--- src/inc/adc_ctrl_pkg.sv ---
`default_nettype none
package adc_ctrl_pkg;
  // ****************************************
  // channel and register map
  // ****************************************
  localparam int unsigned CHANNELS      = 2;
  localparam int unsigned CHAN_STRIDE   = 16;
  localparam logic [7:0]  ADDR_FIXED_A  = 8'h00;
  localparam logic [7:0]  ADDR_INPUT    = 8'h04;
  localparam logic [7:0]  ADDR_FIXED_C  = 8'h08;
  localparam logic [7:0]  ADDR_SWITCH   = 8'h0C;
  localparam logic [7:0]  ADDR_CHAN_END = 8'h20;
  localparam logic [7:0]  ADDR_ACQUIRE  = 8'h20;
  localparam logic [7:0]  ADDR_DEPTH    = 8'h24;
  localparam logic [7:0]  ADDR_CALC     = 8'h28;
  localparam logic [7:0]  ADDR_STATUS   = 8'h2C;
  localparam logic [7:0]  ADDR_CLEAR    = 8'h30;
  localparam logic [7:0]  ADDR_RESULT1  = 8'h34;
  localparam logic [7:0]  ADDR_RESULT2  = 8'h38;
  localparam logic [7:0]  ADDR_RD1_CLR  = 8'h3C;
  localparam logic [7:0]  ADDR_RD2_CLR  = 8'h40;
  localparam logic [7:0]  ADDR_TIMER    = 8'h44;

  // ****************************************
  // field layout and reset values
  // ****************************************
  localparam logic [7:0]  FIXED_A_WORD  = 8'h90;
  localparam logic [7:0]  FIXED_C_WORD  = 8'h60;
  localparam logic [7:0]  SWITCH_FIXED  = 8'hE0;
  localparam int unsigned SWITCH_BIT    = 4;
  localparam int unsigned MUX_LSB       = 5;
  localparam logic [2:0]  MUX_RESET     = 3'h0;
  localparam int unsigned HALT_BIT      = 8;
  localparam logic [3:0]  DEPTH_MIN     = 4'h7;
  localparam logic [3:0]  DEPTH_MAX     = 4'hD;
  localparam logic [3:0]  DEPTH_RESET   = 4'hA;
  localparam logic [3:0]  COMPARE_EXTRA = 4'h2;
  localparam logic [15:0] CALC_RESET    = 16'h0010;
  localparam logic [1:0]  RESP_OKAY     = 2'b00;
  localparam logic [1:0]  RESP_SLVERR   = 2'b10;

  typedef enum logic [1:0] {
    SEQ_IDLE = 2'b01,
    SEQ_RUN  = 2'b10
  } seq_state_t;

  typedef struct packed {
    logic [15:0] compare;
    logic [15:0] period;
  } timer_cfg_t;

  typedef struct packed {
    logic        cycle_start;
    logic        integrating;
    logic        integ_end;
    logic        cycle_end;
    logic [15:0] count;
  } timer_state_t;
endpackage : adc_ctrl_pkg
`default_nettype wire

--- src/design/adc_ctrl.sv ---
`timescale 1ns/1ps
`default_nettype none
// Functional notes
// - first read-and-clear returns result, clears flag
// - second read-and-clear returns result, clears flag
// - all clears act on one shared flag
// - flag clearable alone without reading results
// - results overwritten at every conversion end
// - bit 4 switch: 0 disables, 1 enables
// - first word 0x90, third word 0x60
// - fourth word bits 7:5 set, 3:0 clear
// - second word: input select bits 7:5
// - second channel uses identical word layout
// - compare equals two to depth plus two
// - period equals calculation interval plus compare
// - integrator pulse stream counted per channel
// - sample count zero runs continuously
// - status reads non-zero once results ready
// - 8-bit sample count, stop when reached
// - depth 7 to 13, write stops conversion
module adc_ctrl
  import adc_ctrl_pkg::*;
#(
  parameter int unsigned ADDR_W = 8
) (
  input  wire logic                     aclk,
  input  wire logic                     aresetn,
  input  wire logic [ADDR_W-1:0]        s_axi_awaddr,
  input  wire logic                     s_axi_awvalid,
  output logic                          s_axi_awready,
  input  wire logic [31:0]              s_axi_wdata,
  input  wire logic [3:0]               s_axi_wstrb,
  input  wire logic                     s_axi_wvalid,
  output logic                          s_axi_wready,
  output logic [1:0]                    s_axi_bresp,
  output logic                          s_axi_bvalid,
  input  wire logic                     s_axi_bready,
  input  wire logic [ADDR_W-1:0]        s_axi_araddr,
  input  wire logic                     s_axi_arvalid,
  output logic                          s_axi_arready,
  output logic [31:0]                   s_axi_rdata,
  output logic [1:0]                    s_axi_rresp,
  output logic                          s_axi_rvalid,
  input  wire logic                     s_axi_rready,
  input  wire logic [CHANNELS-1:0]      comparator_in,
  output logic [CHANNELS-1:0]           integrator_enable_switch,
  output logic [CHANNELS-1:0][3:0][7:0] config_words,
  output logic                          converting
);
  // ****************************************
  // bus decode
  // ****************************************
  wire        wr_fire = s_axi_awvalid && s_axi_wvalid && !s_axi_bvalid;
  wire        rd_fire = s_axi_arvalid && !s_axi_rvalid;
  wire [7:0]  wr_addr = s_axi_awaddr[7:0];
  wire [7:0]  rd_addr = s_axi_araddr[7:0];
  wire        wr_acq   = wr_fire && (wr_addr == ADDR_ACQUIRE);
  wire        wr_depth = wr_fire && (wr_addr == ADDR_DEPTH);
  wire        wr_calc  = wr_fire && (wr_addr == ADDR_CALC);
  wire        wr_clear = wr_fire && (wr_addr == ADDR_CLEAR);
  wire        rd_clr1  = rd_fire && (rd_addr == ADDR_RD1_CLR);
  wire        rd_clr2  = rd_fire && (rd_addr == ADDR_RD2_CLR);
  wire        depth_ok = (s_axi_wdata[3:0] >= DEPTH_MIN) && (s_axi_wdata[3:0] <= DEPTH_MAX);

  assign s_axi_awready = wr_fire;
  assign s_axi_wready  = wr_fire;
  assign s_axi_arready = !s_axi_rvalid;

  // ****************************************
  // control registers
  // ****************************************
  seq_state_t                      state;
  seq_state_t                      next_state;
  logic [3:0]                      bit_depth;
  logic [15:0]                     calc_interval;
  logic [7:0]                      remaining;
  logic                            continuous;
  logic                            flag;
  logic signed [CHANNELS-1:0][15:0] result;
  timer_cfg_t                      tcfg;
  timer_state_t                    tstate;
  wire                             run = (state == SEQ_RUN);
  wire                             conv_end = tstate.integ_end;
  wire                             last_cycle = tstate.cycle_end && !continuous && (remaining == 8'h01);
  wire [15:0]                      half = 16'(32'd1 << (bit_depth - 4'h1));

  assign tcfg.compare = 16'(32'd1 << (bit_depth + COMPARE_EXTRA));
  assign tcfg.period  = calc_interval + tcfg.compare;
  assign converting   = run;

  integration_timer u_timer (
    .aclk    (aclk),
    .aresetn (aresetn),
    .run     (run),
    .cfg     (tcfg),
    .tstate  (tstate)
  );

  // halt and depth writes take priority over the count running out
  always_comb begin
    next_state = state;
    case (state)
      SEQ_IDLE: begin
        if (wr_acq && !s_axi_wdata[HALT_BIT]) begin
          next_state = SEQ_RUN;
        end
      end
      SEQ_RUN: begin
        if (wr_depth || (wr_acq && s_axi_wdata[HALT_BIT]) || last_cycle) begin
          next_state = SEQ_IDLE;
        end
      end
      default: next_state = SEQ_IDLE;
    endcase
  end

  always_ff @(posedge aclk) begin
    if (!aresetn) begin
      state         <= SEQ_IDLE;
      bit_depth     <= DEPTH_RESET;
      calc_interval <= CALC_RESET;
      remaining     <= 8'h00;
      continuous    <= 1'b0;
    end else begin
      state <= next_state;
      if (wr_depth && depth_ok && s_axi_wstrb[0]) begin
        bit_depth <= s_axi_wdata[3:0];
      end
      if (wr_calc) begin
        calc_interval[7:0]  <= s_axi_wstrb[0] ? s_axi_wdata[7:0] : calc_interval[7:0];
        calc_interval[15:8] <= s_axi_wstrb[1] ? s_axi_wdata[15:8] : calc_interval[15:8];
      end
      if (wr_acq && !s_axi_wdata[HALT_BIT]) begin
        remaining  <= s_axi_wdata[7:0];
        continuous <= (s_axi_wdata[7:0] == 8'h00);
      end else if (tstate.cycle_end && !continuous && remaining != 8'h00) begin
        remaining <= remaining - 8'h01;
      end
    end
  end

  // ****************************************
  // shared completion flag
  // ****************************************
  // a conversion end in the clearing cycle keeps the flag set
  always_ff @(posedge aclk) begin
    if (!aresetn) begin
      flag <= 1'b0;
    end else begin
      flag <= conv_end || (flag && !(wr_clear || rd_clr1 || rd_clr2));
    end
  end

  // ****************************************
  // per-channel integrator control
  // ****************************************
  for (genvar ch = 0; ch < CHANNELS; ch++) begin : g_chan
    logic [1:0]  sync;
    logic [15:0] pulses;
    logic [15:0] next_pulses;
    logic [2:0]  input_select;
    logic        sw;
    wire  [7:0]  base = 8'(ch * CHAN_STRIDE);
    wire         wr_input  = wr_fire && (wr_addr == base + ADDR_INPUT) && s_axi_wstrb[0];
    wire         wr_switch = wr_fire && (wr_addr == base + ADDR_SWITCH) && s_axi_wstrb[0];
    wire         hit = tstate.integrating && sync[1];

    // only the second stage feeds the counter
    assign next_pulses = tstate.cycle_start ? {15'h0000, hit} : pulses + {15'h0000, hit};

    always_ff @(posedge aclk) begin
      if (!aresetn) begin
        sync         <= 2'b00;
        pulses       <= 16'h0000;
        input_select <= MUX_RESET;
        sw           <= 1'b0;
        result[ch]   <= 16'h0000;
      end else begin
        sync   <= {sync[0], comparator_in[ch]};
        pulses <= next_pulses;
        if (wr_input) begin
          input_select <= s_axi_wdata[MUX_LSB +: 3];
        end
        // sequencer owns the switch while running; software steers it when idle
        if (tstate.cycle_start) begin
          sw <= 1'b1;
        end else if (conv_end) begin
          sw <= 1'b0;
        end else if (wr_switch && !run) begin
          sw <= s_axi_wdata[SWITCH_BIT];
        end
        if (conv_end) begin
          result[ch] <= {2'b00, next_pulses[15:2]} - half;
        end
      end
    end

    assign integrator_enable_switch[ch] = sw;
    assign config_words[ch][0] = FIXED_A_WORD;
    assign config_words[ch][1] = {input_select, 5'b00000};
    assign config_words[ch][2] = FIXED_C_WORD;
    assign config_words[ch][3] = SWITCH_FIXED | {3'b000, sw, 4'b0000};
  end

  // ****************************************
  // read mux and responses
  // ****************************************
  logic [31:0] rd_data;
  logic        rd_err;

  always_comb begin
    rd_data = 32'h0000_0000;
    rd_err  = 1'b0;
    if (rd_addr < ADDR_CHAN_END) begin
      rd_data = {24'h00_0000, config_words[rd_addr[4]][rd_addr[3:2]]};
    end else begin
      case (rd_addr)
        ADDR_ACQUIRE: rd_data = {23'h00_0000, continuous, remaining};
        ADDR_DEPTH:   rd_data = {28'h000_0000, bit_depth};
        ADDR_CALC:    rd_data = {16'h0000, calc_interval};
        ADDR_STATUS:  rd_data = {30'h0000_0000, run, flag};
        ADDR_CLEAR:   rd_data = 32'h0000_0000;
        ADDR_RESULT1: rd_data = {16'h0000, result[0]};
        ADDR_RESULT2: rd_data = {16'h0000, result[1]};
        ADDR_RD1_CLR: rd_data = {16'h0000, result[0]};
        ADDR_RD2_CLR: rd_data = {16'h0000, result[1]};
        ADDR_TIMER:   rd_data = {tcfg.period, tcfg.compare};
        default:      rd_err  = 1'b1;
      endcase
    end
  end

  wire wr_err = (wr_addr > ADDR_TIMER) || (wr_addr[1:0] != 2'b00);

  always_ff @(posedge aclk) begin
    if (!aresetn) begin
      s_axi_bvalid <= 1'b0;
      s_axi_bresp  <= RESP_OKAY;
      s_axi_rvalid <= 1'b0;
      s_axi_rresp  <= RESP_OKAY;
      s_axi_rdata  <= 32'h0000_0000;
    end else begin
      if (wr_fire) begin
        s_axi_bvalid <= 1'b1;
        s_axi_bresp  <= wr_err ? RESP_SLVERR : RESP_OKAY;
      end else if (s_axi_bready) begin
        s_axi_bvalid <= 1'b0;
      end
      if (rd_fire) begin
        s_axi_rvalid <= 1'b1;
        s_axi_rdata  <= rd_data;
        s_axi_rresp  <= rd_err ? RESP_SLVERR : RESP_OKAY;
      end else if (s_axi_rready) begin
        s_axi_rvalid <= 1'b0;
      end
    end
  end
endmodule : adc_ctrl
`default_nettype wire

--- src/design/integration_timer.sv ---
`timescale 1ns/1ps
`default_nettype none
module integration_timer
  import adc_ctrl_pkg::*;
(
  input  wire logic         aclk,
  input  wire logic         aresetn,
  input  wire logic         run,
  input  wire timer_cfg_t   cfg,
  output var  timer_state_t tstate
);
  logic [15:0] count;
  wire         wrap = (count == cfg.period - 16'h0001);

  // ****************************************
  // up counter, integrate then compute
  // ****************************************
  always_ff @(posedge aclk) begin
    if (!aresetn || !run) begin
      count <= 16'h0000;
    end else if (wrap) begin
      count <= 16'h0000;
    end else begin
      count <= count + 16'h0001;
    end
  end

  assign tstate.count       = count;
  assign tstate.cycle_start = run && (count == 16'h0000);
  assign tstate.integrating = run && (count < cfg.compare);
  assign tstate.integ_end   = run && (count == cfg.compare - 16'h0001);
  assign tstate.cycle_end   = run && wrap;
endmodule : integration_timer
`default_nettype wire

--- config.mk ---
export PLATFORM = sky130hd
export DESIGN_NAME = adc_ctrl
export DESIGN_NICKNAME = d
export VERILOG_FILES = /design/src/inc/adc_ctrl_pkg.sv /design/src/design/adc_ctrl.sv /design/src/design/integration_timer.sv
export SDC_FILE = /design/constraint.sdc
export NUM_CORES = 1
export LEC_CHECK = 0
export BUFFER_PORTS_ARGS = -buffer_cell sky130_fd_sc_hd__buf_2
export CORE_MARGIN = 3
export CORE_UTILIZATION = 25
export DETAILED_ROUTE_END_ITERATION = 16
export GPL_TIMING_DRIVEN = 0
export PLACE_DENSITY = 0.51
export SLEW_MARGIN = 20
export SYNTH_ARGS = -nofsm -noshare
export SYNTH_HDL_FRONTEND = slang
export SYNTH_HIERARCHICAL = 1
export SYNTH_SLANG_ARGS = --single-unit
export TNS_END_PERCENT = 5
--- constraint.sdc ---
create_clock -name aclk -period 6.4 [get_ports aclk]
set_clock_uncertainty 0.15 [all_clocks]
set_input_delay 0.32 -clock aclk [delete_from_list [all_inputs] [get_ports aclk]]
set_output_delay 0.32 -clock aclk [all_outputs]
set_load 0.02 [all_outputs]
; ---- Word-level counts from Yosys, hierarchy flattened
; Index checks and enable logic that the tools add are counted.
[op_classes]
eq_ne = 25
n_reduce_logical = 65
mux = 27
n_lt_le_gt_ge = 7
add_sub_neg = 11
n_shift = 2
bitwise_logic = 1
[op_table]
columns = cell, count
row1 = $pmux W32 S7, 1
row2 = $eq A8 B6 Y1 const B, 12
row3 = $mux W32, 2
row4 = $logic_and A1 B1 Y1, 34
row5 = $add A16 B1 Y16, 2
row6 = $eq A16 B16 Y1, 2
row7 = $mux W16, 2
row8 = $shl A1 B4 Y16 const A, 2
row9 = $sub A14 B16 Y16, 2
row10 = $sub A16 B1 Y16 const B, 2
row11 = $mux W29, 1
row12 = $mux W8, 3
row13 = $add A16 B1 Y16 const B, 1
row14 = $add A16 B16 Y16, 1
row15 = $bmux W8 S2, 1
row16 = $eq A8 B5 Y1 const B, 2
row17 = $eq A8 B7 Y1 const B, 2
row18 = $logic_not A16 Y1, 1
row19 = $lt A16 B16 Y1, 1
row20 = $mux W1, 12
row21 = $reduce_or A10 Y1, 1
row22 = $eq A8 B1 Y1 const B, 1
row23 = $eq A8 B3 Y1 const B, 1
row24 = $eq A8 B4 Y1 const B, 1
row25 = 23 further kinds, 48
[word_totals]
register_bits = 162
in_bits = 61
out_inout_bits = 108

; ---- Logic depth before layout (Yosys ltp)
; Gate-level depths: netlist (run 1).
[logic_depth]
ltp_word = 11
depth_mapped = 32
depth_no_buf = 31

; ---- By module
; Netlist (run 1), hierarchy kept.
[modules_own_cells]
columns = module, area_per_inst_um2, seq_area_each_um2, cells_per_inst, n_inst
row1 = adc_ctrl, 9171.3, 2882.8, 1138, 1
row2 = integration_timer, 2219.6, 320.3, 297, 1

; ---- Worst setup path after synthesis (run 1)
; No wires, ideal clock.
[synth_path]
path_kind = register -> register
startpoint = register bit_depth[1]
endpoint = register result[14] (netlist bit)
n_path_buf = 2
period_less_slack_ps = 6149
arrival_ps = 5866
setup_slack_ps = 251
t_required_ps = 6118
stages_incl_launch_ff = 32
cell_sequence = dfxtp_1 > clkbuf_1 > inv_1 > ha_1 > or2_2 > clkbuf_1 > nor2_1 > inv_1 > ha_1 > nor2b_1 > o21a_1 > o21a_1 > o211ai_1 > a31oi_1 > a2111oi_0 > and2_1 > ha_1 > ha_1 > nand2_1 > nor2_1 > and3_1 > and4_1 > nand3_1 > xor2_1 > nor2_1 > ha_1 > nand2_1 > a2111oi_0 > nor2_1 > or3b_2 > nand3_1 > a21oi_1
[synth_rtl]
columns = element, line
row1 = start: declaration, adc_ctrl.sv:74  ; logic [3:0] bit_depth;
row2 = start signal: assignment, adc_ctrl.sv:127  ; bit_depth <= s_axi_wdata[3:0];
row3 = end signal: indexed assignment, adc_ctrl.sv:193  ; result[ch] <= {2'b00, next_pulses[15:2]} - half;
row4 = end: declaration, adc_ctrl.sv:79  ; logic signed [CHANNELS-1:0][15:0] result;

==> impl_metrics.ini, run 1 <==
[outcome]
status = completed

[cells_and_area]
final_common_cell = nor2_1
fin_nets = 1761
final.fill_count = 4796
final_layout_size_suffix_gt1_share_pct = 18.4
final_cell_mix = 199 x nor2_1, 158 x dfxtp_1, 94 x buf_2
utilization_pct = 31.2
fin_cells = 2230
area_growth_pct = 22.2

[pwr]
ir_drop_v = 0.000152
p_leak_nw = 5.64
power_density_mw_per_mm2 = 158
p_total_mw = 2.20

[routing]
firstDrtPassIters = 6
remaining_drc_errors = 0
viasPerCell = 4.82
wire_per_inst_um = 17.5
antenna_left = 0
drtIter0Drc = 764
wl_mm = 38.9
vias = 10700

[place]
dp_hpwl_mm = 31.1
port_buffers = 88
dp_cells = 2172
pre_cts_ws_ns = -1.68
routabilityCongestion = 0.877

[synth]
netlist_area_mm2 = 0.0114
ys_seq_area_share_pct = 28.1
synth-async-reset-ratio_pct = 0
synth.avg_cell_area_um2 = 7.94
synth_top_flop_cell = dfxtp_1
synthCells = 1435
synth_edf_count = 0
synth_seq_cells = 160
synth_cell_types = 83
ys.warnings.count = 6

[clocking]
cts_root_buffer = clkbuf_16
cts_buffers = 17
cts_tree = built
cts_num_sinks = 160
cts.clk_slew.worst_paths_ns = 0.07
cts_max_path_buffers = 2
htreeDepth = 4
clk_latency_ns = 0.45

[sta]
drv_slew = 0
hold_viol = 0
relSlewSlack_pct = 27.0
clock.fmax_mhz = 157
finalSetupViolCount = 0
fin_crit_ns = 6.38
finalCritPeriodShare_pct = 99.7
tightest_slew_ns = 1.09
rsz0062_at_grt = yes
totalNegativeSetupSlack_ns = 0
layout_setup_ws_ns = 0.0220

[setup_path]
crit_family = simple AND/OR/NAND/NOR gates
worst-path-max-fanout = 5
arrival_ns = 6.52
crit_path_start_kind = flop
path_class = reg2reg
endpoint_kind = flop
slowest_stage = or3b_2
crit_path_max_incr_delay_ns = 0.46
required_ns = 6.54
crit_buf_inv = 4

[die]
ios = 169
die_w_um = 219
row_count = 77
dieArea_mm2 = 0.0482
die_h_um = 219
initial_core_util_pct = 25.5
core_area_mm2 = 0.0446

[grt]
grt_pass1_wl_mm = 59.3
grt_overflow = 0
grt_usage_pct = 16.0
grt_max_degree = 17
grt_pass1_vias = 10500
antenna_found_initial = 0

[min_path]
min_path_type = in2reg

[run]
drv_cap = 0
[report_power, final]
| part | total (mW) | switching (mW) | internal (mW) | leakage [nW] |
|---|---|---|---|---|
| Combinational | 0.169 | 0.112 | 0.0574 | 4.08 |
| Sequential | 1.00 | 0.00250 | 0.999 | 1.29 |
| Clock | 1.03 | 0.487 | 0.546 | 0.270 |
[sequential cells by signal, indices dropped and copies added, names as in the netlist, 2 cells and up]
name	flops
g_chan.sync	4
bit_depth	4
g_chan.sw	2
state	2
g_chan.input_select	6
g_chan.pulses	32
u_timer/count	16
result	32
s_axi_rdata	32
remaining	8
calc_interval	16
[cells by family (layout without fill, tap and decap cells)]
kind of cell    Yosys count  in the layout  share of synthesized area, %
buf+inv                 192            338                          8.53
compound gates          290            290                          17.7
fa+ha+maj                76             76                          8.55
simple gates            548            548                          23.4
flops                   160            160                          28.1
other cells               2             59                        0.0659
mux                      45             45                          4.15
xor+xnor                122            122                          9.50
[stage by stage]
step	instance area [µm²]	hold WS [ns]
3_5_place_dp	12800	0.279
3_3_place_gp	12800	0.274
6_report	13900	0.0290
4_1_cts	13800	0.00629
2_1_floorplan	11600	0.262
5_1_grt	13900	0.0216
[worst min-delay path: stages]
cell and delay (ns):
buf_2 0.14, nand2_1 0.06, a21oi_1 0.05
[area by class of cell]
class,instances,area (µm²),area share (%)
sequential,160,3210,23.0
clock buffer,17,425,3.06
multi-input combinational,1139,7730,55.6
timing repair buffer,117,688,4.94
antenna,1,2.50,0.0180
tap,592,741,5.32
inverter,61,233,1.67
buffer,128,742,5.33
clock inverter,15,146,1.05
[layer usage]
layer | part of all wire [%] | vias up | GRT usage [%] | wire length [µm]
met5 | 0 | - | 0 | 0
met4 | 3.0 | 0 | 5.90 | 1180
met3 | 4.7 | 58 | 2.90 | 1830
met2 | 48 | 248 | 27.2 | 18700
met1 | 44 | 5066 | 20.2 | 17200
li1 | - | 5367 | - | -
[Yosys cell counts, types with 17 or more instances]
cell | number | share of area, %
nand2b_1 | 21 | 1.2
nand2_1 | 89 | 2.9
buf_4 | 65 | 4.3
xor2_1 | 49 | 3.8
clkbuf_1 | 54 | 1.8
a21oi_1 | 58 | 2.5
xnor2_1 | 72 | 5.5
inv_1 | 59 | 1.9
o21ai_0 | 61 | 2.7
nor2b_1 | 17 | 0.93
nand3_1 | 48 | 2.1
mux2i_1 | 36 | 3.2
ha_1 | 73 | 8.0
dfxtp_1 | 160 | 28
o21a_1 | 17 | 1.1
nor2_1 | 215 | 7.1
a22oi_1 | 29 | 1.9
nand4_1 | 19 | 1.0
nor3_1 | 45 | 2.0
[path summary, 6_finish.rpt]
kind                                             to  cells past startpoint  slack, ns                         start
max reg2reg                 result[14]$_SDFFE_PN0P_                     31       0.02     bit_depth[1]$_SDFFE_PN1P_
min reg2reg            g_chan[1].sync[1]$_SDFF_PN0_                      1       0.28  g_chan[1].sync[0]$_SDFF_PN0_
max                         result[14]$_SDFFE_PN0P_                     31       0.02     bit_depth[1]$_SDFFE_PN1P_
min          g_chan[0].input_select[0]$_SDFFE_PN0P_                      3       0.03                s_axi_wdata[5]
[timing repair]
item	in CTS	in global routing
endpoints found under the setup margin	35	24
buffers inserted	13	3
gates resized for setup	53	28
cloned	0	0
hold endpoints to repair	10	1
pin swaps	13	14
hold buffers	11	1
No activity file was read; power rests on OpenSTA's default activity.
==> run 2: changes to the inputs <==
Settings changed: PLACE_DENSITY 0.51 to 0.4.
==> impl_metrics.ini, run 2 (synthesis results as in run 1) <==
[outcome]
status = complete, but fails checks
violations = setup timing

[pwr]
ir_drop_v = 0.000159
p_leak_nw = 5.71
p_sw_share_pct = 28.8
seqPwrFrac_pct = 45.0
clkPwrFrac_pct = 47.2
power_density_mw_per_mm2 = 157
p_sw_uw = 642
p_comb_share_pct = 7.9
p_int_mw = 1.58

[cells_and_area]
top_regs = g_chan.pulses x32, result x32, s_axi_rdata x32
final_cell_mix = 197 x nor2_1, 158 x dfxtp_1, 94 x buf_2
fin_nets = 1773
final_layout_size_suffix_gt1_share_pct = 19.2
insertedDiodeCount = 0
final_common_cell = nor2_1
final.fill_count = 4774
area_growth_pct = 24.1

[place]
routabilityCongestion = 0.844
pre_cts_ws_ns = -1.96
dp_hpwl_mm = 32.8
port_buffers = 88

[sta]
tightest_slew_ns = 1.05
finalCritPeriodShare_pct = 100
totalNegativeSetupSlack_ns = -0.00699
layout_setup_ws_ns = -0.00699
clock.fmax_mhz = 156
relSlewSlack_pct = 29.5
fin_crit_ns = 6.41
drv_slew = 0
hold_viol = 0
finalSetupViolCount = 1
rsz0062_at_grt = yes

[routing]
firstDrtPassIters = 5
wire_per_inst_um = 18.6
remaining_drc_errors = 0
wl_mm = 41.7
viasPerCell = 4.79
drtIter0Drc = 673
antenna_left = 0
vias = 10700

[grt]
grt_overflow = 0
grt_util_met3_pct = 2.15
grt_use_met1_pct = 23.1
grt_pass1_wl_mm = 63.3
top_usage_layer = met2
antenna_found_initial = 0
use_met2_pct = 29.0
grt_max_degree = 19
grt_pass1_vias = 10500
grt_usage_pct = 17.3

[die]
ios = 169
die_w_um = 219
dieArea_mm2 = 0.0482
row_count = 77
core_area_mm2 = 0.0446
initial_core_util_pct = 25.5
die_h_um = 219

[setup_path]
critPathMostFrequentCell = ha_4
arrival_ns = 6.56
path_class = reg2reg
regToRegStartpoint = bit_depth[1]$_SDFFE_PN1P_
crit_path_start_kind = flop
crit_path_start = bit_depth[1]$_SDFFE_PN1P_
slowest_stage = or3b_2
worst-path-max-fanout = 5
required_ns = 6.56
crit_path_max_incr_delay_ns = 0.46
endpoint_kind = flop

[min_path]
min_path_type = in2reg
min_from = s_axi_wdata[8]

[clocking]
cts_num_sinks = 160
cts.clk_slew.worst_paths_ns = 0.07
cts_buffers = 17
cts_tree = built
clk_latency_ns = 0.47
htreeDepth = 4
cts_root_buffer = clkbuf_16
cts_max_path_buffers = 2

[run]
drv_cap = 0
==> run 2: changes by cell type in the layout (fill, tap and decap cells not counted), moves of 4 or more <==
cell,previous run,this run
dlygate4sd3_1,12,20
buf_4,82,87
clkinvlp_4,5,1
inv_6,7,3
inv_8,1,5
nor2_4,5,9
==> run 2: path summary, 6_finish.rpt <==
check                                   to  slack [ns]  depth (start not counted)
max                result[14]$_SDFFE_PN0P_      -0.007                         31
min          calc_interval[8]$_SDFFE_PN0P_        0.02                          3
max reg2reg        result[14]$_SDFFE_PN0P_      -0.007                         31
min reg2reg   g_chan[0].sync[1]$_SDFF_PN0_        0.29                          1
==> run 2: timing repair <==
| action | in CTS | in global routing |
|---|---|---|
| setup endpoints to repair | 49 | 27 |
| cloned | 0 | 0 |
| pin swaps | 14 | 7 |
| hold buffers | 20 | 0 |
| setup buffers | 12 | 9 |
| resized for setup | 65 | 34 |
| hold endpoints to repair | 20 | 0 |
==> run 2: area by class of cell <==
class                      count  area [µm²]  share of cell area (%)
clock inverter                15         166                    1.18
inverter                      61         233                    1.65
clock buffer                  17         425                    3.01
buffer                       127         739                    5.23
multi-input combinational   1139        7820                    55.3
timing repair buffer         130         806                    5.70
sequential                   160        3210                    22.7
tap                          592         741                    5.24
==> run 2: layer usage <==
| layer | wire length [µm] | share of wire (%) | vias to the layer above |
|---|---|---|---|
| met5 | 0 | 0 | - |
| met4 | 830 | 2.0 | 0 |
| met3 | 1440 | 3.4 | 41 |
| met2 | 19900 | 48 | 191 |
| met1 | 19600 | 47 | 5132 |
| li1 | - | - | 5380 |
==> run 2: metrics by stage <==
stage               hold WS (ns)  cells  total power [mW]  instance area [µm²]  util (%)
floorplan                  0.262   1491              1.13                11600         -
detailed placement         0.274   2172              1.19                12800      28.7
finish                    0.0233   2241              2.23                14100      31.7
CTS                      0.00344   2233              2.27                13900      31.2
global placement           0.273   2171              1.19                12800      28.7
global route              0.0422   2241              2.31                14100      31.7
==> run 2: worst max-delay path: cells and delay by family (launching register included) <==
| kind | cells | cell delay, ns |
|---|---|---|
| xor+xnor | 1 | 0.21 |
| fa+ha+maj | 5 | 1.15 |
| flops | 1 | 0.34 |
| simple gates | 14 | 2.36 |
| buf+inv | 4 | 0.53 |
| compound gates | 7 | 1.46 |
==> run 2: power by group through the flow <==
stage / logic, mW / clock network, mW / registers [mW]
6_report: 0.175 / 1.05 / 1.00
4_1_cts: 0.174 / 1.09 / 1.00
5_1_grt: 0.189 / 1.12 / 1.00
2_1_floorplan: 0.105 / 0 / 1.03
3_3_place_gp: 0.164 / 0 / 1.02
3_5_place_dp: 0.164 / 0 / 1.02
==> run 3: changes to the inputs <==
Settings changed: CORE_MARGIN 3 to 2, PLACE_DENSITY 0.4 to not set, PLACE_DENSITY_LB_ADDON set to 0.15.
==> impl_metrics.ini, run 3 (synthesis results as in run 1) <==
[clocking]
cts_buffers = 17
cts_num_sinks = 160
clk_latency_ns = 0.46
cts.clk_slew.worst_paths_ns = 0.07
htreeDepth = 4
cts_max_path_buffers = 2
cts_root_buffer = clkbuf_16
cts_tree = built

[pwr]
clkPwrFrac_pct = 46.4
p_int_mw = 1.60
power_density_mw_per_mm2 = 154
p_sw_share_pct = 27.0
ir_drop_v = 0.000131
p_comb_share_pct = 7.8
seqPwrFrac_pct = 45.7
p_sw_uw = 592
p_leak_nw = 5.74

[place]
place_area_mm2 = 0.0128
dp_hpwl_mm = 32.4
pre_cts_ws_ns = -1.53
port_buffers = 88
routabilityCongestion = 0.854

[die]
dieArea_mm2 = 0.0473
row_count = 78
die_h_um = 217
die_w_um = 217
initial_core_util_pct = 25.2
ios = 169
core_area_mm2 = 0.0452

[sta]
totalNegativeSetupSlack_ns = 0
tightest_slew_ns = 0.934
hold_viol = 0
layout_setup_ws_ns = 0.243
drv_slew = 0
fin_crit_ns = 6.16
rsz0062_at_grt = yes
finalSetupViolCount = 0
hold_slack_ns = 0.0316
relSlewSlack_pct = 37.2
clock.fmax_mhz = 162
finalCritPeriodShare_pct = 96.2

[min_path]
min_path_type = in2reg

[setup_path]
required_ns = 6.58
endpoint_kind = flop
crit_buf_inv = 3
critPathMostFrequentCell = a21oi_1
arrival_ns = 6.33
crit_path_start_kind = flop
crit_path_max_incr_delay_ns = 0.44
slowest_stage = xor2_2
worst-path-max-fanout = 6
crit_family = compound AO/OA/AOI/OAI gates
path_class = reg2reg

[cells_and_area]
final_cell_mix = 199 x nor2_1, 158 x dfxtp_1, 100 x buf_4
area_growth_pct = 25.1
insertedDiodeCount = 0
top_regs = g_chan.pulses x32, result x32, s_axi_rdata x32
final_layout_size_suffix_gt1_share_pct = 20.2
fin_nets = 1784
utilization_pct = 31.5
final.fill_count = 4892
final_common_cell = nor2_1
post-route-cell-area_mm2 = 0.0142

[routing]
firstDrtPassIters = 6
vias = 10800
wl_mm = 41.0
antenna_left = 0
remaining_drc_errors = 0
drtIter0Drc = 647
viasPerCell = 4.76
wire_per_inst_um = 18.2

[outcome]
status = completed

[grt]
antenna_found_initial = 0
grt_usage_pct = 17.2
grt_pass1_vias = 10400
grt_overflow = 0
grt_max_degree = 17
grt_pass1_wl_mm = 61.9

[run]
drv_cap = 0
==> run 3: worst min-delay path, cell delays in order <==
cell	delay [ns]
buf_2	0.15
nand2_1	0.07
a21oi_1	0.05
==> run 3: repair_timing <==
action | in CTS | in global routing
hold buffers | 16 | 0
gates resized for setup | 58 | 52
pin swaps | 13 | 37
setup buffers | 12 | 22
endpoints found under the setup margin | 36 | 24
hold endpoints to repair | 16 | 0
==> run 3: power groups by stage <==
stage	sequential, mW	clock [mW]	combinational [mW]
after floorplan	1.03	0	0.105
after global placement	1.02	0	0.163
after detailed placement	1.02	0	0.162
after CTS	1.00	1.04	0.171
after global routing	1.00	1.08	0.184
final	1.00	1.02	0.172
==> run 3: metrics by stage <==
stage / power, mW / cells
after global placement: 1.19 / 2179
final: 2.19 / 2260
after CTS: 2.22 / 2239
after global routing: 2.27 / 2260
after detailed placement: 1.19 / 2181
after floorplan: 1.13 / 1491
==> run 3: worst paths after layout <==
kind	depth (start not counted)	start	endpoint	slack, ns
setup reg to reg	25	bit_depth[2]$_SDFFE_PN0P_	remaining[4]$_SDFFE_PN0P_	0.24
hold reg to reg	1	g_chan[0].sync[0]$_SDFF_PN0_	g_chan[0].sync[1]$_SDFF_PN0_	0.28
setup / recovery	25	bit_depth[2]$_SDFFE_PN0P_	remaining[4]$_SDFFE_PN0P_	0.24
hold / removal	3	s_axi_wdata[7]	g_chan[0].input_select[2]$_SDFFE_PN0P_	0.03
==> run 3: cell type report <==
cell class              instances  area (µm²)  area share (%)
inverters                      61         236            1.66
plain buffers                 128         743            5.22
well taps                     600         751            5.27
clock inverters                14         130           0.913
flip-flops and latches        160        3210            22.5
repair buffers                140         868            6.09
multi-input cells            1139        7880            55.3
clock buffers                  18         429            3.01
==> run 3: metal layers <==
layer / wire length, µm / vias up / GRT usage (%)
li1: - / 5406 / -
met1: 18400 / 5126 / 21.7
met2: 20800 / 185 / 30.7
met3: 1320 / 36 / 2.64
met4: 520 / 0 / 3.79
met5: 0 / - / 0
